===== config.mk =====
export PLATFORM = sky130hd
export DESIGN_NAME = ast_core
export DESIGN_NICKNAME = d
export VERILOG_FILES = /design/src/inc/ast_pkg.sv /design/src/hdl/ast_sync.sv /design/src/hdl/ast_core.sv
export VERILOG_INCLUDE_DIRS = /design/src /design/src/inc
export SDC_FILE = /design/constraint.sdc
export NUM_CORES = 1
export LEC_CHECK = 0
export BUFFER_PORTS_ARGS = -buffer_cell sky130_fd_sc_hd__buf_2
export CAP_MARGIN = 20
export CORE_UTILIZATION = 40
export DETAILED_ROUTE_END_ITERATION = 10
export PLACE_DENSITY_LB_ADDON = 0.08
export SLEW_MARGIN = 20
export SYNTH_ARGS = -nofsm -noshare
export SYNTH_HDL_FRONTEND = slang
export SYNTH_SLANG_ARGS = --single-unit

===== constraint.sdc =====
create_clock -name clk_i -period 1.9 [get_ports clk_i]
set_clock_uncertainty 0.05 [all_clocks]
set_input_delay 0.38 -clock clk_i [delete_from_list [all_inputs] [get_ports clk_i]]
set_output_delay 0.38 -clock clk_i [all_outputs]
set_load 0.05 [all_outputs]

===== src/inc/ast_cfg.svh =====
// constants for the audio suspend and talk status block
`ifndef AST_CFG_SVH
`define AST_CFG_SVH
`define AST_SAMPLE_W 8
`define AST_ADDR_W 16
`define AST_SAMPLE_RST 8'h80
`define AST_ADDR_RST 16'h0000
`define AST_SYNC_RST 2'b11
`endif


===== src/inc/ast_pkg.sv =====
// types for the audio suspend and talk status block
`include "ast_cfg.svh"
package ast_pkg;
  typedef enum logic [1:0] {
    AST_IDLE,
    AST_PLAY,
    AST_REC,
    AST_UPLOAD
  } ast_op_t;
  typedef struct packed {
    logic [1:0] sync;
    logic pause;
  } ast_sync_state_t;
endpackage : ast_pkg


===== src/hdl/ast_sync.sv =====
// two-stage synchroniser for the active-low pause pin
`include "ast_cfg.svh"
module ast_sync
  import ast_pkg::*;
(
  input wire logic clk_i,
  input wire logic rst_b_i,
  input wire logic pin_n_i,
  output logic level_n_o
);
  ast_sync_state_t s_q;
  ast_sync_state_t s_d;
  always_comb begin
    s_d = s_q;
    s_d.sync = {s_q.sync[0], pin_n_i};
    s_d.pause = 1'b0;
  end
  always_ff @(posedge clk_i or negedge rst_b_i) begin
    if (!rst_b_i) begin
      s_q <= '{sync: `AST_SYNC_RST, pause: 1'b0};
    end else begin
      s_q <= s_d;
    end
  end
  assign level_n_o = s_q.sync[1];
endmodule : ast_sync


===== src/hdl/ast_core.sv =====
// pause, resume and talk status control for the channel-0 audio path
// ---------------------------------------------------------------
// What this block does
// - low pause pin holds analog output and playback position
// - pause released, playback continues from the held position
// - pause gates only its own analog channel, serial stream runs on
// - channel-0 pause stops sample capture while recording, resumes after
// - channel-0 pause halts an upload from recording memory
// - talk status asserted while channel 0 plays back, not while recording or uploading
// - talk status polarity selectable high or low
// - talk status follows activity or is set directly by command
// - serial audio sends while its request input is low, holds when high
// ---------------------------------------------------------------
`include "ast_cfg.svh"
module ast_core
  import ast_pkg::*;
(
  input wire logic clk_i,
  input wire logic rst_b_i,
  input wire logic pause_in_n_ch0,
  input wire logic audio_tx_request_n,
  input wire logic [1:0] op_i,
  input wire logic tick_i,
  input wire logic [`AST_SAMPLE_W-1:0] play_sample_i,
  input wire logic [`AST_SAMPLE_W-1:0] adc_sample_i,
  input wire logic talk_high_i,
  input wire logic talk_manual_i,
  input wire logic talk_force_i,
  output logic [`AST_SAMPLE_W-1:0] analog_out_ch0,
  output logic [`AST_ADDR_W-1:0] play_addr_o,
  output logic [`AST_ADDR_W-1:0] rec_addr_o,
  output logic rec_we_o,
  output logic [`AST_SAMPLE_W-1:0] rec_data_o,
  output logic [`AST_ADDR_W-1:0] upload_addr_o,
  output logic upload_valid_o,
  output logic [`AST_SAMPLE_W-1:0] serial_audio_out,
  output logic serial_valid_o,
  output logic talk_active_ch0
);
  // ---------------------------------------------------------------
  // pin synchronisers
  // ---------------------------------------------------------------
  logic pause_n_s;
  logic rts_n_s;
  ast_sync u_pause_sync (
    .clk_i(clk_i),
    .rst_b_i(rst_b_i),
    .pin_n_i(pause_in_n_ch0),
    .level_n_o(pause_n_s)
  );
  // the request pin comes from off chip too, so it gets the same treatment
  // it resets high, so the serial stream holds for two edges after reset
  ast_sync u_rts_sync (
    .clk_i(clk_i),
    .rst_b_i(rst_b_i),
    .pin_n_i(audio_tx_request_n),
    .level_n_o(rts_n_s)
  );
  // ---------------------------------------------------------------
  // state
  // ---------------------------------------------------------------
  typedef struct packed {
    logic [`AST_SAMPLE_W-1:0] aout;
    logic [`AST_ADDR_W-1:0] paddr;
    logic [`AST_ADDR_W-1:0] raddr;
    logic rwe;
    logic [`AST_SAMPLE_W-1:0] rdata;
    logic [`AST_ADDR_W-1:0] uaddr;
    logic uvalid;
    logic [`AST_SAMPLE_W-1:0] sout;
    logic svalid;
    logic talk;
  } ast_core_state_t;
  ast_core_state_t st_q;
  ast_core_state_t st_d;
  ast_op_t op;
  logic paused;
  logic active;
  assign op = ast_op_t'(op_i);
  assign paused = !pause_n_s;
  always_comb begin
    st_d = st_q;
    st_d.rwe = 1'b0;
    st_d.uvalid = 1'b0;
    st_d.svalid = 1'b0;
    active = 1'b0;
    case (op)
      AST_PLAY: begin
        active = 1'b1;
        // position only moves when output moves; pause freezes both
        if (tick_i && !paused) begin
          st_d.aout = play_sample_i;
          st_d.paddr = st_q.paddr + 1'b1;
        end
      end
      AST_REC: begin
        if (tick_i && !paused) begin
          st_d.rwe = 1'b1;
          st_d.rdata = adc_sample_i;
          st_d.raddr = st_q.raddr + 1'b1;
        end
      end
      AST_UPLOAD: begin
        if (tick_i && !paused) begin
          st_d.uvalid = 1'b1;
          st_d.uaddr = st_q.uaddr + 1'b1;
        end
      end
      AST_IDLE: begin
        // idle rewinds every position and the output level, whether paused or not
        st_d.paddr = `AST_ADDR_RST;
        st_d.raddr = `AST_ADDR_RST;
        st_d.uaddr = `AST_ADDR_RST;
        st_d.aout = `AST_SAMPLE_RST;
      end
      default: begin
        active = 1'b0;
      end
    endcase
    // serial stream ignores the pause pin entirely
    if (op == AST_PLAY && tick_i && !rts_n_s) begin
      st_d.svalid = 1'b1;
      st_d.sout = play_sample_i;
    end
    st_d.talk = (talk_manual_i ? talk_force_i : active) ~^ talk_high_i;
  end
  always_ff @(posedge clk_i or negedge rst_b_i) begin
    if (!rst_b_i) begin
      st_q <= '{aout: `AST_SAMPLE_RST, paddr: `AST_ADDR_RST, raddr: `AST_ADDR_RST,
                rwe: 1'b0, rdata: `AST_SAMPLE_RST, uaddr: `AST_ADDR_RST, uvalid: 1'b0,
                sout: `AST_SAMPLE_RST, svalid: 1'b0, talk: 1'b0};
    end else begin
      st_q <= st_d;
    end
  end
  assign analog_out_ch0 = st_q.aout;
  assign play_addr_o = st_q.paddr;
  assign rec_addr_o = st_q.raddr;
  assign rec_we_o = st_q.rwe;
  assign rec_data_o = st_q.rdata;
  assign upload_addr_o = st_q.uaddr;
  assign upload_valid_o = st_q.uvalid;
  assign serial_audio_out = st_q.sout;
  assign serial_valid_o = st_q.svalid;
  assign talk_active_ch0 = st_q.talk;
endmodule : ast_core


**Word level (Yosys, flattened, before mapping)**

Cells that the tools add are included.
Widths: inputs -> output; s select.

- Bits in registers: 80
- Word-level logic and storage cells: 45
- Input bits: 26
- Output and inout bits: 76

- Mux-type cells: 11
- Reduce and logical (&&, ||, !) cells: 12
- $add $sub $neg: 3
- Bitwise operators: 1
- Equality and inequality tests: 6

Operator list:

| kind | count |
|---|---|
| $pmux 16 s2 | 2 |
| $add 16x1->16 const B | 3 |
| $pmux 24 s2 | 1 |
| $mux 25 | 1 |
| $mux 24 | 1 |
| $mux 17 | 1 |
| $mux 9 | 1 |
| $reduce_and 2->1 | 4 |
| $ne 2x2->1 const B | 3 |
| $reduce_bool 2->1 | 3 |
| $eq 2x2->1 const B | 2 |
| $mux 1 | 4 |
| $logic_and 1x1->1 | 3 |
| $eq 2x1->1 const B | 1 |
| $logic_not 2->1 | 1 |
| $logic_not 1->1 | 1 |
| $xnor 1x1->1 | 1 |

**Longest topological paths before layout**

- Depth after elaboration: 4
- Mapped depth: 7
- Gate-level depth less buffers: 5

**Cells and area by module**

Synthesis repeated with hierarchy kept, for this count alone.

- Cell total of the unflattened synthesis: 342
- Area total of the unflattened synthesis: 3528.4 sq um

By module, submodules not included:

| module | times used | area an instance (sq um) | cells each | sequential area each (sq um) |
|---|---|---|---|---|
| ast_core | 1 | 3423.3 | 338 | 1905.6 |
| ast_sync | 2 | 52.6 | 2 | 52.6 |

**Worst setup path after synthesis**

Ideal clock, no wire load.

- Path type: reg2reg
- Start point: reg st_q (netlist bit play_addr_o[3])
- End point: reg st_q (netlist bit play_addr_o[8])
- Clock period less this slack: 1848 ps
- Data arrival time: 1721 ps
- Cell stages (with the launch flop): 5
- Slack: 52 ps
- Setup time: 78 ps
- Buffers on the path: 0
- Cell sequence: dfrtp_1 and4_1 nand2_1 or4_1 a21oi_1

- Cells in the longest elaborated chain, start to end: 3

Ends and longest elaborated chain:

| item | RTL line | RTL |
|---|---|---|
| from (decl) | ast_core.sv:74 | `ast_core_state_t st_q;` |
| from (signal assigned) | ast_core.sv:129 | `` st_q <= '{aout: `AST_SAMPLE_RST, paddr: `AST_ADDR_RST, raddr: `AST_ADDR_RST, `` |
| from (signal assigned) | ast_core.sv:133 | `st_q <= st_d;` |
| $add 16x1->16 | ast_core.sv:93 | `st_d.paddr = st_q.paddr + 1'b1;` |
| $mux 24 | ast_core.sv:91 | `if (tick_i && !paused) begin` |
| $pmux 24 s2 | ast_core.sv:87 | `case (op)` |

No other way between the ends. The select of a mux whose other input is x is not followed.
A chain may end at the register's enable or synchronous reset.

**Worst setup path in the final report**

- Start point: reg u_pause_sync.s_q (netlist bit u_pause_sync.level_n_o)
- End point: reg st_q (netlist bit play_addr_o[15])

- Cells in the longest elaborated chain, start to end: 3

Ends and longest elaborated chain:

| item | RTL line | RTL |
|---|---|---|
| from (decl) | ast_sync.sv:11 | `ast_sync_state_t s_q;` |
| from (signal assigned) | ast_sync.sv:20 | `` s_q <= '{sync: `AST_SYNC_RST, pause: 1'b0}; `` |
| $logic_and 1x1->1 | ast_core.sv:91 |  |
| $ne 2x2->1 (no source line) | -- |  |
| $reduce_and 2->1 (no source line) | -- |  |

No other way between the ends.

==> metrics.md <==
| Metric | Value |
|---|---|
| Reg-to-reg startpoint | u_pause_sync.level_n_o$_DFF_PN1_ |
| Post-Syn Area per Cell | 10.2 µm² |
| Design Area, Final | 4590 µm² |
| Worst Hold End | u_pause_sync.s_d[2]$_DFF_PN1_ |
| CP max stage cell | dfstp_2 |
| Total of max-cap violations | 0 |
| Period utilization | 89.6% |
| CORE AREA | 8760 µm² |
| R2r endpoint | play_addr_o[15]$_DFFE_PN0P_ |
| Root Driver | clkbuf_8 |
| Port buffer count | just over 100 |
| Hpwl dp | 6.19 mm |
| Flop2flop setup slack | 200 ps |
| Share of layout cells above drive strength 1 | 33.2% |
| Worst-path clk slew | around 80 ps |
| # hold bufs at CTS | 1 |
| Clk sinks | 80 |
| Critical Path AT | 1880 ps |
| Synth cell types | 50 |
| Synthesized net count | roughly 390 |
| Vias per cell | 5.25 |
| Seq/Total Area, Yosys | a little under three fifths |
| Leak pwr | about 2.4 nW |
| Fmax | between 500 and 600 MHz |
| Asr flop ratio synth | 100% |
| Post-DP Area | 4370 µm² |
| Final Hold Violating Endpoints | 0 |
| WP buf/inv | 0 |
| R2R depth | 4 |
| Min Hold Slack | 88.4 ps |
| Io pins | 102 |
| Vias in the first global route | 3007 |
| Startpoint Class | flop |
| Setup crit end kind | flop |
| Detailed-route DRC error count | 0 |
| WP data required | between 2000 and 2500 ps |
| H-tree Lvls | 3 |
| Final setup TNS | 0 ps |
| Area of the multi-input gates | roughly 1600 µm² |
| Detailed Route WL | 8.66 mm |
| Iteration-0 DRC Markers | 97 |
| Hold depth | 1 |
| Largest net degree at the start of global routing | 35 |
| Total number of vias | 3067 |
| Fill cells | 843 |
| DR pass1 iterations | 4 |
| Main synth FF type | dfrtp_1 |
| Final worst slack | 197 ps |
| Worst slew pin tran | 463 ps |
| CTS Buf Count | 9 |
| Routability Congestion | between 0.7 and 0.8 |
| ANT cells | 0 |
| DRT antenna net count | 0 |
| DR WL/cell | 14.8 µm |
| Worst-path cell chain | a21boi_1 > nor4_2 > nand4_1 > mux2i_1 |
| Cell family with most CP delay | simple AND/OR/NAND/NOR gates |
| Vert. Die Dim | 97.6 µm |
| CP peak stage delay | approximately 600 ps |
| First-pass GRT wire length | 14.5 mm |
| Area Overhead vs Synth | 25.8% |
| CP max FO | 5 |
| Initial antenna violation count | 0 |
| Nets | 500 |
| Placement Setup Slack | 137 ps |
| Sequential cell area | 2010 µm² |
| Post_cts resized | 0 |
| Crit Path Category | reg2reg |
| GRT Residual Overflow | 0 |
| Max IR drop VDD | approximately 0.62 mV |
| Synth Cell Area | 3650 µm² |
| Hold path start | pause_in_n_ch0 |
| Yosys warns | 0 |
| Post-CTS setup buffers | 0 |
| Rows | 34 |
| RSZ-0062 raised after global routing | false |
| Skew-Pair Late Insertion Delay | 340 ps |
| Mapped Cells | approximately 360 |
| Initial core utilization | 41.7% |
| Final critical-path required period | 1700 ps |
| Status | finished, final reports clean |
| Yosys reg bits | 80 |
| CTS max path bufs | 2 |
| Pwr dens | between 800 and 900 nW/µm² |
| Chip width | about 98 µm |
| CTS tree | built |
| HP Class | in2reg |
| Gr usage total | 19.0% |
| Max Slew Vio Count | 0 |
| Post-synth EDFFs | 0 |
| Final setup vio count | 0 |
| Die ar. | approximately 9500 µm² |
| Slew headroom | approximately 69% |
how the worst max path moves through the flow:
stage                                startpoint                             to  slack (ps)  depth (start not counted)
2_1_floorplan        play_addr_o[3]$_DFFE_PN0P_     play_addr_o[8]$_DFFE_PN0P_          50                          4
3_3_place_gp                            op_i[1]  upload_addr_o[15]$_DFFE_PN0P_         170                          5
3_5_place_dp                            op_i[1]  upload_addr_o[13]$_DFFE_PN0P_         140                          5
4_1_cts        u_pause_sync.level_n_o$_DFF_PN1_    play_addr_o[15]$_DFFE_PN0P_         190                          4
5_1_grt        u_pause_sync.level_n_o$_DFF_PN1_    play_addr_o[15]$_DFFE_PN0P_          70                          4
6_report       u_pause_sync.level_n_o$_DFF_PN1_    play_addr_o[15]$_DFFE_PN0P_         200                          4
cell usage in the layout (no fill, tap or decap), types with 8 or more instances in the layout:
| cell | netlist | layout |
|---|---|---|
| buf_4 | 0 | 15 |
| clkbuf_8 | 0 | 11 |
| nand4_1 | 12 | 12 |
| o21ai_0 | 22 | 22 |
| nor2_1 | 19 | 19 |
| dfrtp_1 | 73 | 73 |
| nand2_1 | 77 | 77 |
| a21oi_1 | 11 | 11 |
| buf_2 | 5 | 100 |
| mux2_2 | 8 | 8 |
| mux2i_1 | 17 | 17 |
| nand3_1 | 16 | 16 |
routing by layer:
metal / track usage [%] / part of all wire (%) / up-vias
met2: 29.5 / 45 / 80
met1: 25.6 / 48 / 1474
li1: - / - / 1509
met4: 5.66 / 0.83 / 0
met3: 5.76 / 6.0 / 4
met5: 0 / 0 / -
synth_stat cells (all sizes together) (3+ instances only):
library cell  number  area [µm²]
nand2             77         289
dfrtp             73        1830
o21ai             22         110
nor2              20        77.6
mux2i             17         170
nand3             16        80.1
nand4             13        87.6
a21oi             11        55.1
mux2               8        90.1
and3               7        43.8
buf                7        32.5
clkbuf             7        26.3
dfstp              7         184
and4               6        52.6
a31oi              5        31.3
and2               5        31.3
nor4               5        52.6
xnor2              5        43.8
o31ai              4        30.0
a32o               3        30.0
a41oi              3        26.3
ha                 3        37.5
inv                3        11.3
nand2b             3        18.8
nor3               3        15.0
power breakdown:
part | leakage, nW | total [mW] | switching [mW] | internal [mW]
sequential | 1.06 | 1.88 | 0.0631 | 1.81
combinational | 1.23 | 0.720 | 0.541 | 0.179
clock | 0.106 | 1.32 | 0.635 | 0.689
total | 2.40 | 3.92 | 1.24 | 2.68
layout make-up:
type                    instances  area share (%)
clock buffers                  11            3.30
clock inverters                 5            1.39
inverters                       4           0.327
multi-input cells             259            34.3
flip-flops and latches         80            43.8
well taps                     108            2.94
repair buffers                117            14.0
cell families (layout without fill, tap and decap cells):
kind of cell,count (synthesis),after routing,synth area share (%)
AO/OA/AOI/OAI,61,61,10.8
flip-flops,80,80,55.0
XOR/XNOR,7,7,1.68
adder cells (fa/ha/maj),3,3,1.03
multiplexers,25,25,7.12
buffers and inverters,18,137,2.02
AND/OR/NAND/NOR,163,163,22.4
flip-flops by register name, summed over array words and instances (netlist names):
register                count
u_pause_sync.s_d            1
upload_addr_o              16
analog_out_ch0              8
u_rts_sync.s_d              1
u_rts_sync.level_n_o        1
talk_active_ch0             1
rec_data_o                  8
upload_valid_o              1
rec_we_o                    1
play_addr_o                16
rec_addr_o                 16
serial_audio_out            8
serial_valid_o              1
u_pause_sync.level_n_o      1
through the flow:
| step | total power, mW | util [%] | std cells |
|---|---|---|---|
| after floorplan | 2.40 | - | 357 |
| after global placement | 2.63 | 49.9 | 567 |
| after detailed placement | 2.64 | 49.9 | 567 |
| after CTS | 3.98 | 52.4 | 584 |
| after global routing | 4.10 | 52.4 | 584 |
| final | 3.92 | 52.4 | 584 |
Note: power is estimated with default switching activity, not from simulation.
